**src/rtl/hub_port_defs.vh**
```
`ifndef HUB_PORT_DEFS_VH
`define HUB_PORT_DEFS_VH

////////////////////////////////////////////////////////////////////////////
// Clock and timing
`define CLK_MHZ            125
`define T_SUSP_DLY_US      2000
`define SUSP_DLY_CYC       20'd250000
`define T_DDIS_NS          2500
// 2.5 us rounded up to whole cycles
`define DDIS_CYC           20'd313
`define T_DIS_HOLD_US      4000
`define DIS_HOLD_CYC       20'd500000
`define TMR_W              20

////////////////////////////////////////////////////////////////////////////
// Register byte offsets
`define REG_CTRL           8'h00
`define REG_CMD            8'h04
`define REG_STATUS         8'h08
`define REG_CHANGE         8'h0c

// Control fields
`define CTRL_CFG_LSB       0
`define CTRL_CFG_MSB       7
`define CTRL_RWU_BIT       8
`define CTRL_RESET         9'h000

// Command bits, write one to act
`define CMD_CLR_POWER      0
`define CMD_SET_POWER      1
`define CMD_CLR_ENABLE     2
`define CMD_SET_ENABLE     3

// Status fields
`define STS_PST_LSB        0
`define STS_IST_LSB        4
`define STS_CONN_BIT       8
`define STS_HST_BIT        9
`define STS_WAKE_BIT       10
`define STS_SE0_LSB        16

// Change bits, write one to clear
`define CHG_CONN_BIT       0
`define CHG_ENA_BIT        1
`define CHG_OC_BIT         2

////////////////////////////////////////////////////////////////////////////
// Downstream port states
`define PST_NOTCFG         3'h0
`define PST_PWROFF         3'h1
`define PST_DISCON         3'h2
`define PST_DISABLED       3'h3
`define PST_ENABLED        3'h4

// Internal port states
`define IST_INACTIVE       2'h0
`define IST_SUSP_DLY       2'h1
`define IST_FSUS           2'h2
`define IST_GRESUME        2'h3

`endif

```
**src/rtl/hub_port_fsm.v**
```verilog
// Function
// RL1: Receiver suspend starts a timed suspend delay, then full suspend.
// RL2: Full suspend moves to generate-resume on a resume condition.
// RL3: Resume: any suspend change, or wakeup armed and any change bit.
// RL4: In generate-resume, emit start-of-packet emulation toward the repeater.
// RL5: Configuration zero holds the port Not Configured, driving SE0 only.
// RL6: Outside Not Configured, power clear, loss or over-current powers off.
// RL7: Accepting a nonzero configuration powers the port off from any state.
// RL8: Over-current on another port that sags this supply powers the port off.
// RL9: Self-powered configured hub losing external power powers ports off.
// RL10: Bus-powered hub ignores new external power, powers off on its loss.
// RL11: Powered-off disables differential and single-ended transceivers.
// RL12: Set-port-power moves a Powered-off port to Disconnected.
// RL13: Disconnect timeout or restart end moves the port to Disconnected.
// RL14: Disconnected disables differential path and only detects connection.
// RL15: Disconnected timer held on SE0/SE1, runs otherwise, bounded expiry.
// RL16: Suspended with wakeup, connect activity requests clocks and is timed.
// RL17: Without wakeup, Disconnected line changes are ignored while suspended.
// RL18: Disconnected connect timer expiry enters Disabled.
// RL19: Clear-port-enable or port error while enabled enters Disabled.
// RL20: Disabled blocks both directions but times every received SE0.
// RL21: Disabled entry drops HS terminations and delays disconnect detection.
// RL22: Ties rank Not Configured, Powered-off, Disconnected, then Disabled.
`timescale 1ns/1ps
`include "hub_port_defs.vh"

module hub_port_fsm #(
    parameter [`TMR_W-1:0] SUSP_DLY_CYC = `SUSP_DLY_CYC,
    parameter [`TMR_W-1:0] DIS_HOLD_CYC = `DIS_HOLD_CYC,
    parameter              ROOT_SE0     = 1
) (
    // Clock and reset
    input  wire        clk_i,
    input  wire        rst_i,
    // Wishbone slave
    input  wire        cyc_i,
    input  wire        stb_i,
    input  wire        we_i,
    input  wire [7:0]  adr_i,
    input  wire [3:0]  sel_i,
    input  wire [31:0] dat_i,
    output reg  [31:0] dat_o,
    output reg         ack_o,
    // Port line pins and power pins
    input  wire        dp_i,
    input  wire        dm_i,
    input  wire        pwr_fault_i,
    input  wire        oc_i,
    input  wire        oc_other_i,
    input  wire        ext_pwr_i,
    // Hub controller, receiver and neighbouring states
    input  wire        rx_suspend_i,
    input  wire        susp_chg_any_i,
    input  wire        port_chg_any_i,
    input  wire        hub_chg_any_i,
    input  wire        port_error_i,
    input  wire        restart_done_i,
    input  wire        hs_mode_i,
    // Port drivers and status
    output wire        drive_se0_o,
    output wire        diff_tx_en_o,
    output wire        diff_rx_en_o,
    output wire        se_tx_en_o,
    output wire        se_rx_en_o,
    output wire        hs_term_o,
    output wire        propagate_o,
    output wire        sop_emul_o,
    output wire        clk_wake_o,
    output wire        resume_event_o
);

    ////////////////////////////////////////////////////////////////////////
    // Pin synchronisers
    reg  [5:0] pin_m_q;
    reg  [5:0] pin_s_q;
    reg        ext_prev_q;
    wire       dp_s     = pin_s_q[0];
    wire       dm_s     = pin_s_q[1];
    wire       fault_s  = pin_s_q[2];
    wire       oc_s     = pin_s_q[3];
    wire       oc_oth_s = pin_s_q[4];
    wire       ext_s    = pin_s_q[5];
    wire       se0_line = ~dp_s & ~dm_s;
    wire       se1_line = dp_s & dm_s;

    always @(posedge clk_i) begin
        if (rst_i) begin
            pin_m_q    <= 6'h00;
            pin_s_q    <= 6'h00;
            ext_prev_q <= 1'b0;
        end else begin
            pin_m_q    <= {ext_pwr_i, oc_other_i, oc_i, pwr_fault_i,
                           dm_i, dp_i};
            pin_s_q    <= pin_m_q;
            ext_prev_q <= ext_s;
        end
    end

    ////////////////////////////////////////////////////////////////////////
    // Wishbone register access
    reg  [7:0]  cfg_q;
    reg         rwu_q;
    reg  [2:0]  chg_q;
    reg  [2:0]  pst_q;
    reg  [2:0]  pst_d;
    reg  [1:0]  ist_q;
    reg  [1:0]  ist_d;
    reg         hs_term_q;
    reg  [15:0] se0_len_q;
    wire        req   = cyc_i & stb_i;
    wire        wr_ok = req & we_i & ack_o;
    wire        cmd_wr = wr_ok & (adr_i == `REG_CMD) & sel_i[0];
    wire        clr_power  = cmd_wr & dat_i[`CMD_CLR_POWER];
    wire        set_power  = cmd_wr & dat_i[`CMD_SET_POWER];
    wire        clr_enable = cmd_wr & dat_i[`CMD_CLR_ENABLE];
    wire        set_enable = cmd_wr & dat_i[`CMD_SET_ENABLE];
    wire        cfg_wr = wr_ok & (adr_i == `REG_CTRL) & sel_i[0];
    wire        set_cfg_nz = cfg_wr & (dat_i[7:0] != 8'h00);
    wire        chg_wr = wr_ok & (adr_i == `REG_CHANGE) & sel_i[0];
    wire        conn_s = ~se0_line & ~se1_line;
    wire        hub_susp = (ist_q != `IST_INACTIVE);
    reg  [31:0] rd_d;

    always @* begin
        rd_d = 32'h0000_0000;
        case (adr_i)
            `REG_CTRL: begin
                rd_d[`CTRL_CFG_MSB:`CTRL_CFG_LSB] = cfg_q;
                rd_d[`CTRL_RWU_BIT] = rwu_q;
            end
            `REG_STATUS: begin
                rd_d[`STS_PST_LSB+2:`STS_PST_LSB] = pst_q;
                rd_d[`STS_IST_LSB+1:`STS_IST_LSB] = ist_q;
                rd_d[`STS_CONN_BIT] = conn_s;
                rd_d[`STS_HST_BIT]  = hs_term_q;
                rd_d[`STS_WAKE_BIT] = clk_wake_o;
                rd_d[`STS_SE0_LSB+15:`STS_SE0_LSB] = se0_len_q;
            end
            `REG_CHANGE: begin
                rd_d[2:0] = chg_q;
            end
            default: begin
                rd_d = 32'h0000_0000;
            end
        endcase
    end

    always @(posedge clk_i) begin
        if (rst_i) begin
            ack_o <= 1'b0;
            dat_o <= 32'h0000_0000;
            cfg_q <= 8'h00;
            rwu_q <= 1'b0;
        end else begin
            ack_o <= req & ~ack_o;
            if (req & ~ack_o & ~we_i) begin
                dat_o <= rd_d;
            end
            if (cfg_wr) begin
                cfg_q <= dat_i[`CTRL_CFG_MSB:`CTRL_CFG_LSB];
            end
            if (wr_ok & (adr_i == `REG_CTRL) & sel_i[1]) begin
                rwu_q <= dat_i[`CTRL_RWU_BIT];
            end
        end
    end

    ////////////////////////////////////////////////////////////////////////
    // Internal port: suspend delay and resume generation
    reg  [`TMR_W-1:0] sdly_q;
    // RL3: resume condition
    wire resume_ev = susp_chg_any_i |
                     (rwu_q & (port_chg_any_i | hub_chg_any_i |
                               (chg_q != 3'h0)));

    always @* begin
        ist_d = ist_q;
        case (ist_q)
            `IST_INACTIVE: begin
                if (rx_suspend_i) begin
                    ist_d = `IST_SUSP_DLY;
                end
            end
            `IST_SUSP_DLY: begin
                // RL1: timed delay then full suspend
                if (sdly_q >= SUSP_DLY_CYC - 1'b1) begin
                    ist_d = `IST_FSUS;
                end
            end
            `IST_FSUS: begin
                // RL2: resume request leaves full suspend
                if (resume_ev) begin
                    ist_d = `IST_GRESUME;
                end
            end
            `IST_GRESUME: begin
                ist_d = `IST_GRESUME;
            end
            default: begin
                ist_d = `IST_INACTIVE;
            end
        endcase
        if (!rx_suspend_i) begin
            ist_d = `IST_INACTIVE;
        end
    end

    always @(posedge clk_i) begin
        if (rst_i) begin
            ist_q  <= `IST_INACTIVE;
            sdly_q <= {`TMR_W{1'b0}};
        end else begin
            ist_q <= ist_d;
            if (ist_q == `IST_SUSP_DLY && ist_d == `IST_SUSP_DLY) begin
                sdly_q <= sdly_q + 1'b1;
            end else begin
                sdly_q <= {`TMR_W{1'b0}};
            end
        end
    end

    // RL4: start-of-packet emulation toward the repeater
    assign sop_emul_o     = (ist_q == `IST_GRESUME);
    assign resume_event_o = resume_ev;

    ////////////////////////////////////////////////////////////////////////
    // Line timers
    reg  [`TMR_W-1:0] line_q;
    reg  [`TMR_W-1:0] hold_q;
    localparam [`TMR_W-1:0] DDIS = `DDIS_CYC;
    // RL17: suspended hub without wakeup ignores a new connect
    wire conn_armed = ~hub_susp | rwu_q;
    // RL15: connect timer held in SE0/SE1, runs on other states
    wire conn_run   = (pst_q == `PST_DISCON) & conn_s & conn_armed;
    wire se0_run    = (pst_q != `PST_DISCON) & se0_line;
    wire line_run   = conn_run | se0_run;
    wire line_exp   = line_run & (line_q >= DDIS - 1'b1);
    // RL21: disconnect detection held off after Disabled entry
    wire hold_off   = (pst_q == `PST_DISABLED) &
                      (hold_q < DIS_HOLD_CYC - 1'b1);
    wire conn_exp   = conn_run & line_exp;
    wire disc_exp   = se0_run & line_exp & ~hold_off &
                      (pst_q != `PST_NOTCFG) & (pst_q != `PST_PWROFF);

    always @(posedge clk_i) begin
        if (rst_i) begin
            line_q    <= {`TMR_W{1'b0}};
            hold_q    <= {`TMR_W{1'b0}};
            se0_len_q <= 16'h0000;
        end else begin
            if (line_run && (pst_d == pst_q)) begin
                if (line_q != {`TMR_W{1'b1}}) begin
                    line_q <= line_q + 1'b1;
                end
            end else begin
                line_q <= {`TMR_W{1'b0}};
            end
            if (pst_q != `PST_DISABLED) begin
                hold_q <= {`TMR_W{1'b0}};
            end else if (hold_off) begin
                hold_q <= hold_q + 1'b1;
            end
            // RL20: every received SE0 is timed while Disabled
            if (pst_q == `PST_DISABLED && se0_line) begin
                se0_len_q <= ((line_q[`TMR_W-1:16] != 4'h0) ||
                              (&line_q[15:0])) ?
                             16'hffff : line_q[15:0] + 16'h0001;
            end
        end
    end

    // RL16: connect activity while suspended with wakeup wakes clocks
    assign clk_wake_o = hub_susp & rwu_q & (pst_q == `PST_DISCON) &
                        conn_s;

    ////////////////////////////////////////////////////////////////////////
    // Downstream port state machine
    // RL9: external power loss, whatever the power mode at configuration
    // RL10: bus-powered hub left unchanged when external power appears
    wire ext_lost = ext_prev_q & ~ext_s;
    // RL6: power clear, power fault or over-current
    // RL8: neighbour over-current that sags this supply
    wire pwr_off  = clr_power | fault_s | oc_s | oc_oth_s | ext_lost;

    always @* begin
        pst_d = pst_q;
        case (pst_q)
            `PST_NOTCFG: begin
                pst_d = `PST_PWROFF;
            end
            `PST_PWROFF: begin
                // RL12: power on to Disconnected
                if (set_power) begin
                    pst_d = `PST_DISCON;
                end
            end
            `PST_DISCON: begin
                // RL18: connection found
                if (conn_exp) begin
                    pst_d = `PST_DISABLED;
                end
            end
            `PST_DISABLED: begin
                if (set_enable) begin
                    pst_d = `PST_ENABLED;
                end
            end
            `PST_ENABLED: begin
                // RL19: port error or enable clear
                if (port_error_i | clr_enable) begin
                    pst_d = `PST_DISABLED;
                end
            end
            default: begin
                pst_d = `PST_PWROFF;
            end
        endcase
        // RL22: precedence order applied last-to-first
        // RL13: disconnect timer or restart end
        if ((disc_exp | restart_done_i) && pst_q != `PST_PWROFF &&
            pst_q != `PST_NOTCFG) begin
            pst_d = `PST_DISCON;
        end
        // RL6: power loss outside Not Configured
        if (pwr_off && pst_q != `PST_NOTCFG) begin
            pst_d = `PST_PWROFF;
        end
        // RL7: nonzero configuration accepted
        if (set_cfg_nz) begin
            pst_d = `PST_PWROFF;
        end
        // RL5: configuration zero
        if (cfg_q == 8'h00 && !set_cfg_nz) begin
            pst_d = `PST_NOTCFG;
        end
    end

    always @(posedge clk_i) begin
        if (rst_i) begin
            pst_q     <= `PST_NOTCFG;
            hs_term_q <= 1'b0;
            chg_q     <= 3'h0;
        end else begin
            pst_q <= pst_d;
            // RL21: only Enabled keeps high-speed terminations
            hs_term_q <= (pst_d == `PST_ENABLED) & hs_mode_i;
            // Hardware set wins over software clear
            chg_q <= (chg_q & ~({3{chg_wr}} & dat_i[2:0])) |
                     {oc_s | oc_oth_s,
                      (pst_q == `PST_ENABLED) &
                      (pst_d == `PST_DISABLED),
                      conn_exp};
        end
    end

    ////////////////////////////////////////////////////////////////////////
    // Port drivers
    wire st_nc  = (pst_q == `PST_NOTCFG);
    wire st_off = (pst_q == `PST_PWROFF);
    wire st_en  = (pst_q == `PST_ENABLED);

    // RL5: SE0 only while Not Configured, optional on a root hub
    assign drive_se0_o  = st_nc & (ROOT_SE0 != 0);
    assign se_tx_en_o   = st_nc & (ROOT_SE0 != 0);
    // RL11: Powered-off shuts all transmitters and receivers
    // RL14: Disconnected keeps only single-ended detection
    assign se_rx_en_o   = ~st_off & ~st_nc;
    // RL20: Disabled propagates nothing either way
    assign diff_tx_en_o = st_en;
    assign diff_rx_en_o = st_en;
    assign propagate_o  = st_en;
    assign hs_term_o    = hs_term_q;

endmodule // hub_port_fsm

```
**config.mk**
```make
export PLATFORM = sky130hd
export DESIGN_NAME = hub_port_fsm
export DESIGN_NICKNAME = d
export VERILOG_FILES = /design/src/rtl/hub_port_fsm.v
export VERILOG_INCLUDE_DIRS = /design/src /design/src/rtl
export SDC_FILE = /design/constraint.sdc
export NUM_CORES = 1
export LEC_CHECK = 0
export ABC_AREA = 1
export ABC_CLOCK_PERIOD_IN_PS = 3600
export BUFFER_PORTS_ARGS = -buffer_cell sky130_fd_sc_hd__buf_2
export CORE_MARGIN = 3
export CORE_UTILIZATION = 35
export DETAILED_ROUTE_END_ITERATION = 7
export GPL_TIMING_DRIVEN = 0
export PLACE_DENSITY = 0.56
export SLEW_MARGIN = 30
export SYNTH_ARGS = -nofsm -noshare
export SYNTH_HDL_FRONTEND = slang
export SYNTH_SLANG_ARGS = --single-unit
```
**constraint.sdc**
```tcl
create_clock -name clk_i -period 3.6 [get_ports clk_i]
set_clock_uncertainty 0.05 [all_clocks]
set_input_delay 0.36 -clock clk_i [delete_from_list [all_inputs] [get_ports clk_i]]
set_output_delay 0.36 -clock clk_i [all_outputs]
set_load 0.03 [all_outputs]
```
### Yosys cells after proc, flatten, opt, wreduce, memory -nomap -nowiden

Index checks and enable logic that the tools add are counted.

* flip-flop bits (word level): 135
* word-level logic and storage cells: 150

* $add $sub $neg: 4
* order comparisons: 3
* equality and inequality tests: 18
* mux-type cells: 21
* bitwise operators: 67
* reduce and logical (&&, ||, !) cells: 22

Operators by type and width (number)
* 20-bit by 1-bit adder with 20-bit output (second input constant): 3
* 1-bit AND: 38
* 16-bit two-way mux: 2
* 3-bit two-way mux: 8
* 20-bit by 18-bit greater-or-equal comparator with 1-bit output (second input constant): 1
* 20-bit by 9-bit greater-or-equal comparator with 1-bit output (second input constant): 1
* 20-bit by 19-bit less-than comparator with 1-bit output (second input constant): 1
* 20-bit != test (second input constant): 1
* 16-bit by 1-bit adder with 16-bit output (second input constant): 1
* 8-bit by 4-bit == test with 1-bit output (second input constant): 2
* 8-bit zero test: 2
* 16-bit AND reduction: 1
* 1-bit inverter: 13
* 1-bit bitwise OR: 12
* 3-bit case mux with 4 select lines: 1
* 2-bit two-way mux: 5
* 3-bit by 2-bit == test with 1-bit output (second input constant): 3
* 3-bit case mux with 3 select lines: 1
* 8-bit by 3-bit == test with 1-bit output (second input constant): 1
* 2-bit case mux with 4 select lines: 1
* 8-bit nonzero test: 1
* 1-bit logical AND: 7
* 3-bit AND: 2
* 3-bit == test (second input constant): 2
* other kinds (19): 25

### Depth between registers and ports, before layout

* depth in word-level cells: 23
* mapped depth: 20
* depth with buffers taken out: 19

### Least setup slack after synthesis

No wires, ideal clock.

* path type: register -> register
* from: register pst_q[1]
* to: register line_q[19]
* setup time: 0.062 ns
* data arrival time: 1.901 ns
* path slack: 1.587 ns
* cell stages (with the launch flop): 16
* buffers on the path: 2
* cell sequence: dfxtp_1 > buf_4 > nor2_1 > inv_2 > nor2_2 > inv_2 > nand2_1 > nand3_2 > nor2_4 > nand2_2 > nand2_1 > nand3_1 > nor2_2 > nand2_2 > buf_6 > nor2_2

* word-level cells in the longest chain between the ends: 20
* elaborated cells between the ends (all ways): 36
* those cells by class: eq/ne: 7; mux: 9; bitwise: 14; reduce/logical: 6

RTL lines
* from (decl): line hub_port_fsm.v:104 `reg [2:0] pst_q;`
* from (signal assigned): line hub_port_fsm.v:340 `` pst_q <= `PST_NOTCFG; ``
* from (signal assigned): line hub_port_fsm.v:344 `pst_q <= pst_d;`
* 3-bit by 2-bit == test with 1-bit output: line hub_port_fsm.v:287 `case (pst_q)`
* 1-bit AND (2 in a row): line hub_port_fsm.v:234 `` wire conn_run = (pst_q == `PST_DISCON) & conn_s & conn_armed; ``
* 1-bit bitwise OR: line hub_port_fsm.v:236 `wire line_run = conn_run | se0_run;`
* 1-bit AND: line hub_port_fsm.v:237 `wire line_exp = line_run & (line_q >= DDIS - 1'b1);`
* 1-bit AND (4 in a row): line hub_port_fsm.v:242 `wire disc_exp = se0_run & line_exp & ~hold_off &`
* 1-bit bitwise OR: line hub_port_fsm.v:320 `` if ((disc_exp | restart_done_i) && pst_q != `PST_PWROFF && ``
* 1-bit logical AND (no source line) (2 in a row)
* 3-bit two-way mux: line hub_port_fsm.v:320
* 3-bit two-way mux: line hub_port_fsm.v:325 `` if (pwr_off && pst_q != `PST_NOTCFG) begin ``
* 3-bit two-way mux: line hub_port_fsm.v:329 `if (set_cfg_nz) begin`
* 3-bit two-way mux: line hub_port_fsm.v:333 `if (cfg_q == 8'h00 && !set_cfg_nz) begin`
* 3-bit == test: line hub_port_fsm.v:251 `if (line_run && (pst_d == pst_q)) begin`
* 1-bit logical AND *: line hub_port_fsm.v:251
* 1-bit inverter (no source line) *
* 2-bit OR reduction (no source line) *
* to (signal assigned): line hub_port_fsm.v:247 `` line_q <= {`TMR_W{1'b0}}; ``
* to (signal assigned): line hub_port_fsm.v:253 `line_q <= line_q + 1'b1;`
* to (signal assigned): line hub_port_fsm.v:256 `` line_q <= {`TMR_W{1'b0}}; ``
* to (decl): line hub_port_fsm.v:228 `` reg [`TMR_W-1:0] line_q; ``

Mark *: on every way between the ends. The rest lies on a longest branch, timed or not.
A chain may end at the register's enable or synchronous reset.

### Final worst setup path

* from: register pin_s_q[1]
* to: output port clk_wake_o

* word-level cells in the longest chain between the ends: 5
* elaborated cells between the ends (all ways): 7
* those cells by class: bitwise: 7

RTL lines
* from (decl): line hub_port_fsm.v:75 `reg [5:0] pin_s_q;`
* from (signal assigned): line hub_port_fsm.v:94 `pin_s_q <= pin_m_q;`
* 1-bit inverter: line hub_port_fsm.v:83 `wire se0_line = ~dp_s & ~dm_s;`
* 1-bit AND: line hub_port_fsm.v:83
* 1-bit inverter: line hub_port_fsm.v:120 `wire conn_s = ~se0_line & ~se1_line;`
* 1-bit AND *: line hub_port_fsm.v:120
* 1-bit AND *: line hub_port_fsm.v:273 `` assign clk_wake_o = hub_susp & rwu_q & (pst_q == `PST_DISCON) & ``
* to (decl): line hub_port_fsm.v:68 `output wire clk_wake_o,`

Marks and branches as above.

==> impl_metrics.py <==
metrics = {
    "placement": {
        "placed_area_um2": 7100,
        "place_congestion": 0.862,
        "dp_hpwl_mm": 11.7,
        "placed_cells": 1178,
        "port_buffers": 74,
    },
    "critical_path": {
        "critPathRequiredTime_ns": 3.19,
        "end_kind": "primary output",
        "ff2ff_path_depth": 15,
        "rr_startpoint": "pin_s_q[1]",
        "crit_start": "pin_s_q[1]",
        "r2r_slack_ns": 1.35,
        "regToRegEndpoint": "line_q[19]",
        "path_class": "reg2out",
        "cpPeakStageDelay_ns": 0.39,
        "cp-endpoint": "clk_wake_o",
        "crit_chain": "inv_1, ha_1, nand4_1, nor3_1, buf_2",
        "cp_slowest_cell": "nor3_1",
        "cp_data_arrival_time_ns": 1.94,
        "start_kind": "flop",
        "critical_path.max_fanout": 2,
    },
    "clock_network": {
        "cts_buffer_depth": 2,
        "clock_latency_ns": 0.42,
        "cts_resized": 0,
        "ctsRootBufferMaster": "clkbuf_16",
        "ctsHoldBuffers": 0,
        "cts_tree": "yes",
        "post_cts_buffers": 0,
        "path_clk_slew_ns": 0.06,
        "h-tree-depth": 4,
        "cts_buffers": 17,
        "cts_sinks": 135,
    },
    "power_and_ir_drop": {
        "p_per_area_nw_per_um2": 426,
        "power_frac_comb_pct": 4.1,
        "p_int_mw": 2.48,
        "switching_share_pct": 23.9,
        "irDropWorstVdd_mv": 0.315,
        "p_sw_uw": 780,
        "p_clk_share_pct": 49.4,
        "p_seq_share_pct": 46.4,
        "p_leak_nw": 3.22,
    },
    "sta": {
        "hold_ws_ns": 0.0893,
        "tightestPinTransition_ns": 0.740,
        "drv_slew": 0,
        "period_share_pct": 65.2,
        "rsz0062_at_grt": "no",
        "fin_crit_ns": 2.35,
        "hold_violations": 0,
        "setup_tns_ns": 0,
        "relSlewSlack_pct": 50.4,
        "fmax_mhz": 426,
        "finalSetupViolCount": 0,
    },
    "routing": {
        "route.detailed.drc": 0,
        "drt-total-wl_mm": 15.3,
        "num_vias": 5496,
        "drtIter0Drc": 285,
        "drt_first_pass_iters": 4,
        "final_antenna_net_count": 0,
        "wl_per_cell_um": 12.7,
        "via_per_inst": 4.54,
    },
    "hold_path": {
        "worstHoldPathType": "in2reg",
    },
    "final_layout": {
        "nFillCells": 1862,
        "fin_area_um2": 7650,
        "drive_gt1_share_pct": 21.3,
        "n_antenna_cell": 0,
        "finalNonFillerCells": 1210,
        "area_growth_pct": 19.0,
        "fin_nets": 1039,
    },
    "logic_synthesis": {
        "synth_fa_ha_area_share_pct": 0.974,
        "synth_top_family_by_area": "simple AND/OR/NAND/NOR gates",
        "synthFlopType": "dfxtp_1",
        "yosys-top-cells-count": "135 x dfxtp_1, 135 x nand2_1, 113 x inv_1",
        "synthXorXnorAreaFrac_pct": 4.36,
        "synth_compound_area_share_pct": 10.2,
        "synth_top_area_share_pct": 42.1,
        "yosysUniqueCellTypes": 47,
        "yosysTopAreaCell": "dfxtp_1",
        "synth-edff-count": 0,
        "synthArstFlopShare_pct": 0,
        "yosys_warnings": 0,
        "synth-seq-area-share_pct": 42.1,
        "synth_simple_gate_area_share_pct": 31.8,
        "muxShareOfSynthArea_pct": 0,
        "synth_area_per_cell_um2": 7.36,
        "ys_ff_latch": 135,
        "synthTopCellsByArea": "dfxtp_1 42%, nand2_1 7.9%, inv_1 6.6%, nor2_1 6.4%, nand3_1 4.6%",
        "syn_area_um2": 6420,
        "syn_inst": 873,
    },
    "floorplanning": {
        "dieArea_um2": 20000,
        "fp.coreArea_um2": 17700,
        "row_count": 48,
        "die_x_um": 141,
        "io_pins": 105,
        "start_util_pct": 36.4,
        "die_h_um": 141,
    },
    "global_route": {
        "grt_pass1_vias": 5163,
        "grt_overflow": 0,
        "track_usage_pct": 15.7,
        "antenna_found_initial": 0,
        "grt_pass1_wl_mm": 25.3,
        "grt_max_degree": 17,
    },
    "run": {
        "maxCapViolations": 0,
    },
    "status": {
        "status": "complete, no violations",
    },
}
-- cell usage in the layout, fill, tap and decap left out, types with 21 or more instances in the layout --
cell type / count
xor2_1: 24
a21oi_1: 54
dfxtp_1: 135
buf_2: 76
nor2_1: 109
nand3_1: 59
inv_1: 113
nand2_1: 135
nor2_2: 31
o21ai_0: 38
nor3_1: 21
-- kinds of logic after synthesis --
logic type | count (synthesis)
simple gates | 419
buf+inv | 164
flops | 135
compound gates | 117
xor+xnor | 32
fa+ha+maj | 5
other cells | 1
-- state kept, by name, summed over array words and instances (netlist names) --
| register | count |
|---|---|
| ack_o | 1 |
| cfg_q | 8 |
| chg_q | 3 |
| dat_o | 27 |
| ext_prev_q | 1 |
| hold_q | 20 |
| hs_term_o | 1 |
| ist_q | 2 |
| line_q | 20 |
| pin_m_q | 6 |
| pin_s_q | 6 |
| pst_q | 3 |
| rwu_q | 1 |
| sdly_q | 20 |
| se0_len_q | 16 |
-- power groups by stage --
stage / combinational [mW] / sequential [mW] / clock [mW]
after floorplan: 0.0824 / 1.54 / 0
after global placement: 0.137 / 1.55 / 0
after detailed placement: 0.136 / 1.55 / 0
after CTS: 0.136 / 1.51 / 1.65
after global routing: 0.151 / 1.51 / 1.71
final: 0.134 / 1.51 / 1.61
-- stage by stage --
stage | setup slack (ns) | power [mW] | util, %
finish | 1.25 | 3.26 | 43.3
detailed placement | 1.16 | 1.68 | 40.2
CTS | 1.27 | 3.30 | 43.3
global placement | 1.11 | 1.68 | 40.2
global route | 1.13 | 3.37 | 43.3
floorplan | 1.59 | 1.63 | -
-- critical path: cells and delay by family, from the launching register on --
family / cells / cell delay, ns
buffers and inverters: 2 / 0.33
adder cells (fa/ha/maj): 1 / 0.32
flip-flops: 1 / 0.31
AND/OR/NAND/NOR: 2 / 0.57
-- metal layers --
metal	routed length (um)	vias up	global-route usage, %
li1	-	2955	-
met1	7870	2425	22.4
met2	6520	100	23.4
met3	731	16	3.61
met4	223	0	5.45
met5	0	-	0
-- how the worst min path moves through the flow --
stage	start	endpoint	slack (ns)	depth (start not counted)
after floorplan	pin_m_q[0]	pin_s_q[0]	0.34	2
after global placement	pin_m_q[5]	pin_s_q[5]	0.34	2
after detailed placement	pin_m_q[5]	pin_s_q[5]	0.34	2
after CTS	oc_other_i	pin_m_q[4]	0.08	3
after global routing	oc_other_i	pin_m_q[4]	0.09	3
final	oc_other_i	pin_m_q[4]	0.09	3
-- layout make-up --
type | count | area [um2] | area share, %
multi-input cells | 580 | 3070 | 40.2
flip-flops and latches | 135 | 2700 | 35.3
inverters | 133 | 502 | 6.56
clock buffers | 21 | 460 | 6.02
repair buffers | 74 | 370 | 4.84
well taps | 225 | 282 | 3.68
plain buffers | 31 | 171 | 2.24
clock inverters | 11 | 88.8 | 1.16
Power figures use the tool's default switching activity.
